===== src/atc_pkg.sv =====
// Purpose: constants for the autoneg transmit configuration block
// Assumes: 32-bit register access at one documented offset
// Notes: reset values of bits 5, 7, 8, 31 come from the EEPROM straps
//
// How it works
// - Register acts only in SerDes mode; here writes, reads and restart act in any mode.
// - Hardware mode sends word as /C/ sets.
// - Software mode: select bit picks /C/ or idle.
// - Sixteen-bit word clears at reset.
// - Readback equals last write; sync loss leaves it.
// - Fields: next page, fault, half, full duplex.
// - Bits 14 and 4:0 reserved, write zero.
// - Bits 5, 7, 8 loaded from EEPROM.
// - Bit 31 enables; writing one restarts.
// - Bit 30 selects /C/ sets or idle.
// - Resync restarts negotiation when enabled.
package atc_pkg;
    localparam logic [11:0] ATC_OFFSET = 12'h178;
    localparam int ATC_WORD_W = 16;
    localparam int ATC_BIT_HW_EN = 31;
    localparam int ATC_BIT_SEL = 30;
    localparam int ATC_BIT_FULL = 5;
    localparam int ATC_BIT_PAUSE_SYM = 7;
    localparam int ATC_BIT_PAUSE_ASYM = 8;
    localparam int ATC_BIT_NEXT_PAGE = 15;
    localparam int ATC_BIT_RSVD14 = 14;
    localparam logic [15:0] ATC_WORD_RESET = 16'h0000;
    localparam logic [15:0] ATC_STRAP_MASK = 16'h01a0;
    localparam logic [15:0] ATC_RSVD_MASK = 16'h401f;
    // Content selector toward the transmit PCS
    typedef enum logic [1:0]
    {
        ATC_TX_IDLE = 2'b00,
        ATC_TX_CONFIG = 2'b01
    } atc_tx_e;
endpackage : atc_pkg


===== src/atc_if.sv =====
// Purpose: bundle between register file and transmit content selector
// Assumes: one clock domain
// Notes: carries the programmed fields and the SerDes mode input
`timescale 1ns/100ps
interface atc_if;
    logic [15:0] word;
    logic hw_negotiation_enable;
    logic send_ordered_set_select;
    logic serdes_mode;
    modport ctrl (output word, hw_negotiation_enable,
        send_ordered_set_select, serdes_mode);
    modport sel (input word, hw_negotiation_enable,
        send_ordered_set_select, serdes_mode);
endinterface : atc_if


===== src/atc_top.sv =====
// Purpose: transmit configuration word register and negotiation control
// Assumes: simple synchronous register port, one access per cycle
// Notes: EEPROM straps sampled in the first cycle after reset release
`timescale 1ns/100ps
module atc_top #(
    // Address bits decoded on the register port
    parameter int ADDR_W = 12
) (
    // Clock and reset
    input wire logic clk,
    input wire logic arst_n,
    // Register port
    input wire logic reg_wr,
    input wire logic reg_rd,
    input wire logic [ADDR_W-1:0] reg_addr,
    input wire logic [31:0] reg_wdata,
    output logic [31:0] reg_rdata,
    output logic reg_rvalid,
    // EEPROM straps and mode
    input wire logic [15:0] eeprom_word_bits,
    input wire logic eeprom_hw_enable,
    input wire logic serdes_mode,
    // Receiver and negotiation engine
    input wire logic rx_sync,
    input wire logic an_sending_config,
    output logic an_restart,
    // Toward PCS
    output logic [1:0] tx_kind,
    output logic [15:0] tx_config_word
);
    // Released reset chain
    logic rst_m_q;
    logic rst_q;

    // Programmed state
    logic strap_done_d;
    logic strap_done_q;
    logic [15:0] word_d;
    logic [15:0] word_q;
    logic en_d;
    logic en_q;
    logic sel_d;
    logic sel_q;

    // Restart pulse
    logic sync_prev_d;
    logic sync_prev_q;
    logic restart_d;
    logic restart_q;

    // Read answer
    logic [31:0] rdata_d;
    logic [31:0] rdata_q;
    logic rvalid_d;
    logic rvalid_q;

    // Bundle toward the transmit content selector
    atc_if bus ();

    // Offset needs twelve address bits; a narrower port would alias it
    if (ADDR_W < 12 || ADDR_W > 32)
    begin : g_addr_w_check
        $error("atc_top: ADDR_W must lie between 12 and 32");
    end

    // Selector and PCS side assume a sixteen-bit word
    if (atc_pkg::ATC_WORD_W != 16)
    begin : g_word_w_check
        $error("atc_top: configuration word must be 16 bits wide");
    end

    // Register decode, shared by the write and read paths
    function automatic logic addr_hit(input logic [ADDR_W-1:0] addr);
        return addr == ADDR_W'(atc_pkg::ATC_OFFSET);
    endfunction : addr_hit

    // Mapped write, taken only once the straps are in
    function automatic logic take_write(input logic wr, input logic done,
        input logic [ADDR_W-1:0] addr);
        return wr && done && addr_hit(addr);
    endfunction : take_write

    // Only strapped bits survive; the rest of the word stays clear
    function automatic logic [15:0] strap_word(input logic [15:0] bits);
        return bits & atc_pkg::ATC_STRAP_MASK;
    endfunction : strap_word

    // Loss-to-sync transition on the receiver status
    function automatic logic sync_regained(input logic prev,
        input logic now_sync);
        return now_sync && !prev;
    endfunction : sync_regained

    // Read layout: enable, select, zeros in 29:16, then the word
    function automatic logic [31:0] pack_read(input logic en,
        input logic sel, input logic [15:0] word);
        logic [31:0] r;
        r = 32'h0000_0000;
        r[atc_pkg::ATC_BIT_HW_EN] = en;
        r[atc_pkg::ATC_BIT_SEL] = sel;
        r[15:0] = word;
        return r;
    endfunction : pack_read

    // Reset release through two flops
    always_ff @(posedge clk or negedge arst_n)
    begin
        if (!arst_n)
        begin
            rst_m_q <= 1'b0;
            rst_q <= 1'b0;
        end
        else
        begin
            rst_m_q <= 1'b1;
            rst_q <= rst_m_q;
        end
    end

    // Config next values; strap load wins over a same-cycle write
    always_comb
    begin
        strap_done_d = 1'b1;
        word_d = word_q;
        en_d = en_q;
        sel_d = sel_q;
        if (!strap_done_q)
        begin
            word_d = strap_word(eeprom_word_bits);
            en_d = eeprom_hw_enable;
        end
        else if (take_write(reg_wr, strap_done_q, reg_addr))
        begin
            // Word stored verbatim so readback matches the write
            word_d = reg_wdata[15:0];
            en_d = reg_wdata[atc_pkg::ATC_BIT_HW_EN];
            sel_d = reg_wdata[atc_pkg::ATC_BIT_SEL];
        end
    end

    // Word clears at reset, fields then set by straps or writes
    always_ff @(posedge clk or negedge rst_q)
    begin
        if (!rst_q)
        begin
            strap_done_q <= 1'b0;
            word_q <= atc_pkg::ATC_WORD_RESET;
            en_q <= 1'b0;
            sel_q <= 1'b0;
        end
        else
        begin
            strap_done_q <= strap_done_d;
            word_q <= word_d;
            en_q <= en_d;
            sel_q <= sel_d;
        end
    end

    // Restart pulse: a write of one to the enable, or regained sync while enabled
    always_comb
    begin
        sync_prev_d = rx_sync;
        restart_d = 1'b0;
        if (take_write(reg_wr, strap_done_q, reg_addr))
            restart_d = reg_wdata[atc_pkg::ATC_BIT_HW_EN];
        // Resync while enabled also restarts
        if (en_q && sync_regained(sync_prev_q, rx_sync))
            restart_d = 1'b1;
    end

    // Previous sync resets high so a synced link gives no false edge
    always_ff @(posedge clk or negedge rst_q)
    begin
        if (!rst_q)
        begin
            sync_prev_q <= 1'b1;
            restart_q <= 1'b0;
        end
        else
        begin
            sync_prev_q <= sync_prev_d;
            restart_q <= restart_d;
        end
    end

    // Read data: bits 29:16 and unmapped reads return zero
    always_comb
    begin
        rvalid_d = reg_rd;
        rdata_d = 32'h0000_0000;
        if (reg_rd && addr_hit(reg_addr))
            rdata_d = pack_read(en_q, sel_q, word_q);
    end

    // Read answer stands for one cycle after the strobe
    always_ff @(posedge clk or negedge rst_q)
    begin
        if (!rst_q)
        begin
            rdata_q <= 32'h0000_0000;
            rvalid_q <= 1'b0;
        end
        else
        begin
            rdata_q <= rdata_d;
            rvalid_q <= rvalid_d;
        end
    end

    // Field layout passes unchanged to the PCS; reserved bits not masked
    assign bus.word = word_q;
    assign bus.hw_negotiation_enable = en_q;
    assign bus.send_ordered_set_select = sel_q;
    assign bus.serdes_mode = serdes_mode;

    atc_tx_select u_sel (
        .clk(clk),
        .rst_n(rst_q),
        .cfg(bus),
        .an_sending_config(an_sending_config),
        .tx_kind(tx_kind),
        .tx_config_word(tx_config_word)
    );

    assign reg_rdata = rdata_q;
    assign reg_rvalid = rvalid_q;
    assign an_restart = restart_q;
endmodule : atc_top


===== src/atc_tx_select.sv =====
// Purpose: picks what the transmit PCS sends and the word it carries
// Assumes: PCS encodes the 16-bit word as two 10-bit code-groups
// Notes: outputs registered
`timescale 1ns/100ps
module atc_tx_select (
    // Clock and reset
    input wire logic clk,
    input wire logic rst_n,
    // Fields from the register
    atc_if.sel cfg,
    // Hardware negotiation wants /C/ sets
    input wire logic an_sending_config,
    // Toward PCS
    output logic [1:0] tx_kind,
    output logic [15:0] tx_config_word
);
    logic [1:0] kind_d;
    logic [1:0] kind_q;
    logic [15:0] word_d;
    logic [15:0] word_q;

    // Mode decode; tx_kind held idle outside SerDes mode, word still driven
    always_comb
    begin
        kind_d = atc_pkg::ATC_TX_IDLE;
        word_d = cfg.word;
        if (!cfg.serdes_mode)
            kind_d = atc_pkg::ATC_TX_IDLE;
        else if (cfg.hw_negotiation_enable)
            kind_d = an_sending_config ? atc_pkg::ATC_TX_CONFIG
                : atc_pkg::ATC_TX_IDLE;
        else if (cfg.send_ordered_set_select)
            kind_d = atc_pkg::ATC_TX_CONFIG;
    end

    always_ff @(posedge clk or negedge rst_n)
    begin
        if (!rst_n)
        begin
            kind_q <= atc_pkg::ATC_TX_IDLE;
            word_q <= atc_pkg::ATC_WORD_RESET;
        end
        else
        begin
            kind_q <= kind_d;
            word_q <= word_d;
        end
    end

    assign tx_kind = kind_q;
    assign tx_config_word = word_q;
endmodule : atc_tx_select


===== config.mk =====
export PLATFORM = sky130hd
export DESIGN_NAME = atc_top
export DESIGN_NICKNAME = d
export VERILOG_FILES = /design/src/atc_pkg.sv /design/src/atc_if.sv /design/src/atc_top.sv /design/src/atc_tx_select.sv
export SDC_FILE = /design/constraint.sdc
export NUM_CORES = 1
export LEC_CHECK = 0
export ABC_AREA = 1
export BUFFER_PORTS_ARGS = -buffer_cell sky130_fd_sc_hd__buf_4
export CAP_MARGIN = 0
export CORE_MARGIN = 2
export CORE_UTILIZATION = 40
export CTS_CLUSTER_SIZE = 12
export DETAILED_ROUTE_END_ITERATION = 8
export GPL_ROUTABILITY_DRIVEN = 0
export PLACE_DENSITY = 0.8
export SYNTH_ARGS = -nofsm -noshare
export SYNTH_HDL_FRONTEND = slang
export SYNTH_SLANG_ARGS = --single-unit

===== constraint.sdc =====
create_clock -name clk -period 2.3 [get_ports clk]
set_clock_uncertainty 0.1 [all_clocks]
set_input_delay 0.46 -clock clk [delete_from_list [all_inputs] [get_ports clk]]
set_output_delay 0.46 -clock clk [all_outputs]
set_load 0.005 [all_outputs]

# Word-level counts from Yosys, hierarchy flattened
# Index checks and enable logic that the tools add are counted.
totals:
  wordCells: 32
  ram_bits: 0
  inputBits: 68
  latchBits: 0
  output_inout_bits: 52
  rom_bits: 0
  ff_bits: 74
  mem_count: 0
op_classes:
  n_eq_ne: 2
  n_shift: 0
  mux: 11
  bitwise_logic: 0
  mul: 0
  magnitude_cmp: 0
  reduce_logical: 7
  n_addsub: 0
  div_mod_pow: 0
ops:
  columns: ["cell", "count"]
  rows:
  - ["2-to-1 mux 16 bit", 2]
  - ["2-to-1 mux 32 bit", 1]
  - ["equality test 12 x 9 -> 1 bit (second input constant)", 1]
  - ["2-to-1 mux 1 bit", 6]
  - ["logical AND 1 bit", 5]
  - ["2-to-1 mux 2 bit", 2]
  - ["inequality test 2 x 1 -> 1 bit (second input constant)", 1]
  - ["AND reduction 2 bit", 1]
  - ["logical NOT 1 bit", 1]

# Depth between registers and ports, before layout
logic_depth:
  ltp_word: 4
  mapped_depth: 7
  depth_no_buf: 7

# Cells and area by module
# A second synthesis with hierarchy kept.
unflattened:
  hier_cells: 211
  area_unflattened_um2: 2199.6
by_module_without_submodules:
  columns: ["mod", "seq_area_each_um2", "cells_each", "area_each_um2", "instances"]
  rows:
  - ["atc_top", 1052.3, 187, 1741.7, 1]
  - ["atc_tx_select", 425.4, 24, 457.9, 1]

# Least setup slack after synthesis
# OpenSTA, ideal clock, no wires.
synth_path:
  kind: "input to register"
  from: "input port reg_addr[2]"
  to: "register word_q[12], in the netlist bus.word[12]"
  required_time_ns: 2.083
  setup_slack_ns: 0.961
  arrival_time_ns: 1.123
  path_buffers: 1
  path_stages: 7
  cell_sequence: "inv_1 -> nand2_1 -> nor2_4 -> nand4_1 -> buf_2 -> nand3_1 -> nand2_1"
synth_via:
  elab_chain_cells: 3
synth_lines:
  columns: ["element", "line", "text"]
  rows:
  - ["start, declared", "atc_top.sv:15", "input wire logic [ADDR_W-1:0] reg_addr,"]
  - ["equality test 12 x 9 -> 1 bit", "atc_top.sv:74", "return addr == ADDR_W'(atc_pkg::ATC_OFFSET);"]
  - ["logical AND 1 bit", "atc_top.sv:80", "return wr && done && addr_hit(addr);"]
  - ["inequality test 2 x 1 -> 1 bit (no source line)", null, null]
  - ["end signal, assigned", "atc_top.sv:147", "word_q <= atc_pkg::ATC_WORD_RESET;"]
  - ["end signal, assigned", "atc_top.sv:154", "word_q <= word_d;"]
  - ["end, declared", "atc_top.sv:39", "logic [15:0] word_q;"]
# Every way passes these cells.
# A chain may end at the register's enable or synchronous reset.

# Worst setup path after layout
layout_path:
  from: "input port reg_addr[9]"
  to: "register restart_q, in the netlist an_restart"
layout_via:
  elab_chain_cells: 4
layout_lines:
  columns: ["element", "line", "text"]
  rows:
  - ["equality test 12 x 9 -> 1 bit", "atc_top.sv:74", null]
  - ["logical AND 1 bit", "atc_top.sv:80", null]
  - ["2-to-1 mux 1 bit", "atc_top.sv:165", "if (take_write(reg_wr, strap_done_q, reg_addr))"]
  - ["2-to-1 mux 1 bit", "atc_top.sv:168", "if (en_q && sync_regained(sync_prev_q, rx_sync))"]
  - ["net restart_d", "atc_top.sv:48", "logic restart_d;"]
  - ["end signal, assigned", "atc_top.sv:183", "restart_q <= restart_d;"]
  - ["end, declared", "atc_top.sv:49", "logic restart_q;"]
# The timed path passes the listed nets, and every way through them passes these cells.

==> summary.txt <==
Cells and area
  – Share of post-route cells with drive strength above 1: 39.1%
  – Area Overhead vs Synth: 35.7%
  – Final nets: roughly 370
  – Diode count: 0
  – Final instance area: between 3000 and 4000 sq um

Synth
  – Synthesized area: ~2300 sq um
  – Yosys top cell area share: 64.2%
  – Synth Register Bits: 59
  – Synth Flop Type: dfrtp_1
  – Yosys cell types: 20
  – Sequential-to-total area share from yosys stat: between 60% and 70%
  – Syn Area/Cell: 10.7 sq um
  – Post-synth top cells: dfrtp_1, nand2_1, inv_1, nand3_1, buf_4
  – Async SR Flop Fraction: between 90% and 100%
  – Mapped Cells: 211
  – Count leader, synth: dfrtp_1
  – Post-synth EDFFs: 0
  – Area leader, netlist: dfrtp_1
  – Syn. warnings: 0
  – Synth top area cells: dfrtp_1, nand2_1, buf_4

Place
  – Place WS: approximately 0.46 ns
  – Placement Cell Area: 2870 sq um
  – DP Wirelength: 3160 um
  – Number of I/O port buffers: 77

Route
  – Avg WL per Cell: 11.7 um
  – Drt total wl: 4380 um
  – First-pass DRT Iterations: 4
  – Violation count after the first detailed-routing iteration: 88
  – Detail Route Antenna Nets: 0
  – Vias per std cell: around 4.3
  – DR DRC count: 0
  – Vias after detailed routing: roughly 1600

Worst setup path
  – Crit Path Category: in -> reg
  – Worst Path Arrival: 1.62 ns
  – Critical Path End Type: flip-flop
  – Critical-path maximum fanout: 9
  – Startpoint types: input pin
  – Worst EP required: about 2.4 ns

Die
  – Die Y-Extent: 79.2 um
  – Die width: around 80 um
  – Row count: 27
  – Starting density of the core: ~41%
  – I/O Pins: 120
  – Die area: approximately 6300 sq um
  – Placeable Area: ~5500 sq um

STA
  – Final slew viol count: 0
  – Final period util: 64.4%
  – Final worst setup slack: 0.819 ns
  – Final Hold Fails: 0
  – Tmin final: 1.48 ns
  – Worst-case headroom to the max-slew limit: 54.7%
  – RSZ-0062 raised after global routing: false
  – Final setup violation count: 0
  – Worst-margin pin slew: 0.679 ns
  – Setup TNS: 0 ns
  – Fmax: between 0.6 and 0.7 GHz

Power
  – Max rail drop VDD: 0.431 mV
  – Leakage power: 1.67 nW
  – PD cells: 689 nW/um^2

Global routing
  – Global-route usage over all layers: 15.2%
  – Number of global-route vias before repair: between 1500 and 2000
  – Pin count of the biggest net entering global routing: 58
  – Antenna violations before repair: 0
  – First-pass GRT wire length: 6960 um
  – GRT overflow: 0

Clock tree
  – CTS tree: built
  – Root buf cell: clkbuf_8
  – Clock insertion delay at the later pin of the skew report: 0.32 ns
  – H-tree Lvls: 3
  – Clock buffer depth: 2
  – CTS clock-pin slew for the worst setup and hold paths: 0.07 ns
  – PostCTS Resize Cnt: 0
  – Post-CTS Hold Fix Bufs: 1
  – Setup Buffers After CTS: 0
  – Inserted Clock Buffers: 9
  – CTS sink count: slightly below 60

Min path
  – Worst hold path class: in -> reg

Run
  – Maxcap violations: 0

Outcome
  – Status: complete, no violations
## worst paths after layout
kind	from	slack, ns	end	depth (start not counted)
min in group asynchronous	rst_q$_DFF_PN0_	0.28	u_sel.tx_config_word[12]$_DFF_PN0_	1
hold reg to reg	rst_m_q$_DFF_PN0_	0.27	rst_q$_DFF_PN0_	0
setup / recovery	reg_addr[9]	0.82	an_restart$_DFF_PN0_	7
hold / removal	rx_sync	0.15	sync_prev_q$_DFF_PN1_	1
setup reg to reg	strap_done_q$_DFF_PN0_	0.85	an_restart$_DFF_PN0_	5
max in group asynchronous	rst_q$_DFF_PN0_	1.36	bus.word[4]$_DFFE_PN0P_	1
## area by class of cell
type	instances	area [sq um]
Clock inverter	7	68.8
Clock buffer	9	124
Multi-Input combinational cell	113	562
Sequential cell	59	1480
Timing Repair Buffer	84	633
Tap cell	72	90.1
Fill cell	485	2400
Inverter	30	113
## cells in the final DEF, fill, tap and decap left out
| cell | instances |
|---|---|
| a21oi_1 | 1 |
| nor2_4 | 1 |
| clkinvlp_4 | 2 |
| nand3_1 | 17 |
| nand4_1 | 12 |
| o21ai_0 | 1 |
| bufinv_16 | 1 |
| and2_4 | 1 |
| dfstp_2 | 1 |
| clkinv_2 | 3 |
| conb_1 | 17 |
| clkbuf_8 | 9 |
| clkinv_4 | 1 |
| nand3_4 | 1 |
| nand2_1 | 35 |
| inv_1 | 30 |
| mux2_2 | 4 |
| o21ai_1 | 2 |
| dlygate4sd3_1 | 1 |
| dfrtp_2 | 1 |
| nor2_1 | 11 |
| buf_4 | 83 |
| dfrtp_1 | 57 |
| nor2_2 | 10 |
## flip-flops by register name, summed over array words and instances, names as in the netlist
| signal | count |
|---|---|
| rst_q | 1 |
| reg_rvalid | 1 |
| reg_rdata | 18 |
| u_sel.tx_config_word | 16 |
| an_restart | 1 |
| u_sel.tx_kind | 1 |
| strap_done_q | 1 |
| rst_m_q | 1 |
| bus.hw_negotiation_enable | 1 |
| sync_prev_q | 1 |
| bus.word | 16 |
| bus.send_ordered_set_select | 1 |
## per-stage QoR
step / instances / hold slack, ns / power (mW) / utilization, %
global route: 374 / 0.139 / 2.20 / 56.1
floorplan: 226 / 0.0644 / 1.18 / -
finish: 374 / 0.152 / 2.11 / 56.1
CTS: 374 / 0.139 / 2.13 / 56.1
detailed placement: 357 / 0.144 / 1.25 / 52.4
global placement: 357 / 0.142 / 1.24 / 52.4
## worst max-delay path: stages
cell and delay (ns):
buf_4 0.10, inv_1 0.04, nand2_1 0.04, nor2_1 0.15, nand4_1 0.34, buf_4 0.31
o21ai_1 0.17
## where the power goes
part,switching (mW),leakage [nW],internal (mW)
Clock,0.392,0.0950,0.495
Combinational,0.0739,0.785,0.0775
Sequential,0.0112,0.793,1.06
## per-layer routing
metal  vias to the layer above  track usage (%)  wire length [um]
met3                        11             3.41               222
met1                       752             17.1              1770
met2                        65             25.8              2260
li1                        786                -                 -
met5                         -                0                 0
met4                         0             10.0               132
## kinds of logic after synthesis
family	Yosys count	share of synthesized area (%)
other cells	2	0.332
flops	59	65.4
compound gates	4	0.885
mux	4	1.99
buf+inv	54	12.3
simple gates	88	19.1
No activity file was read; power rests on OpenSTA's default activity.
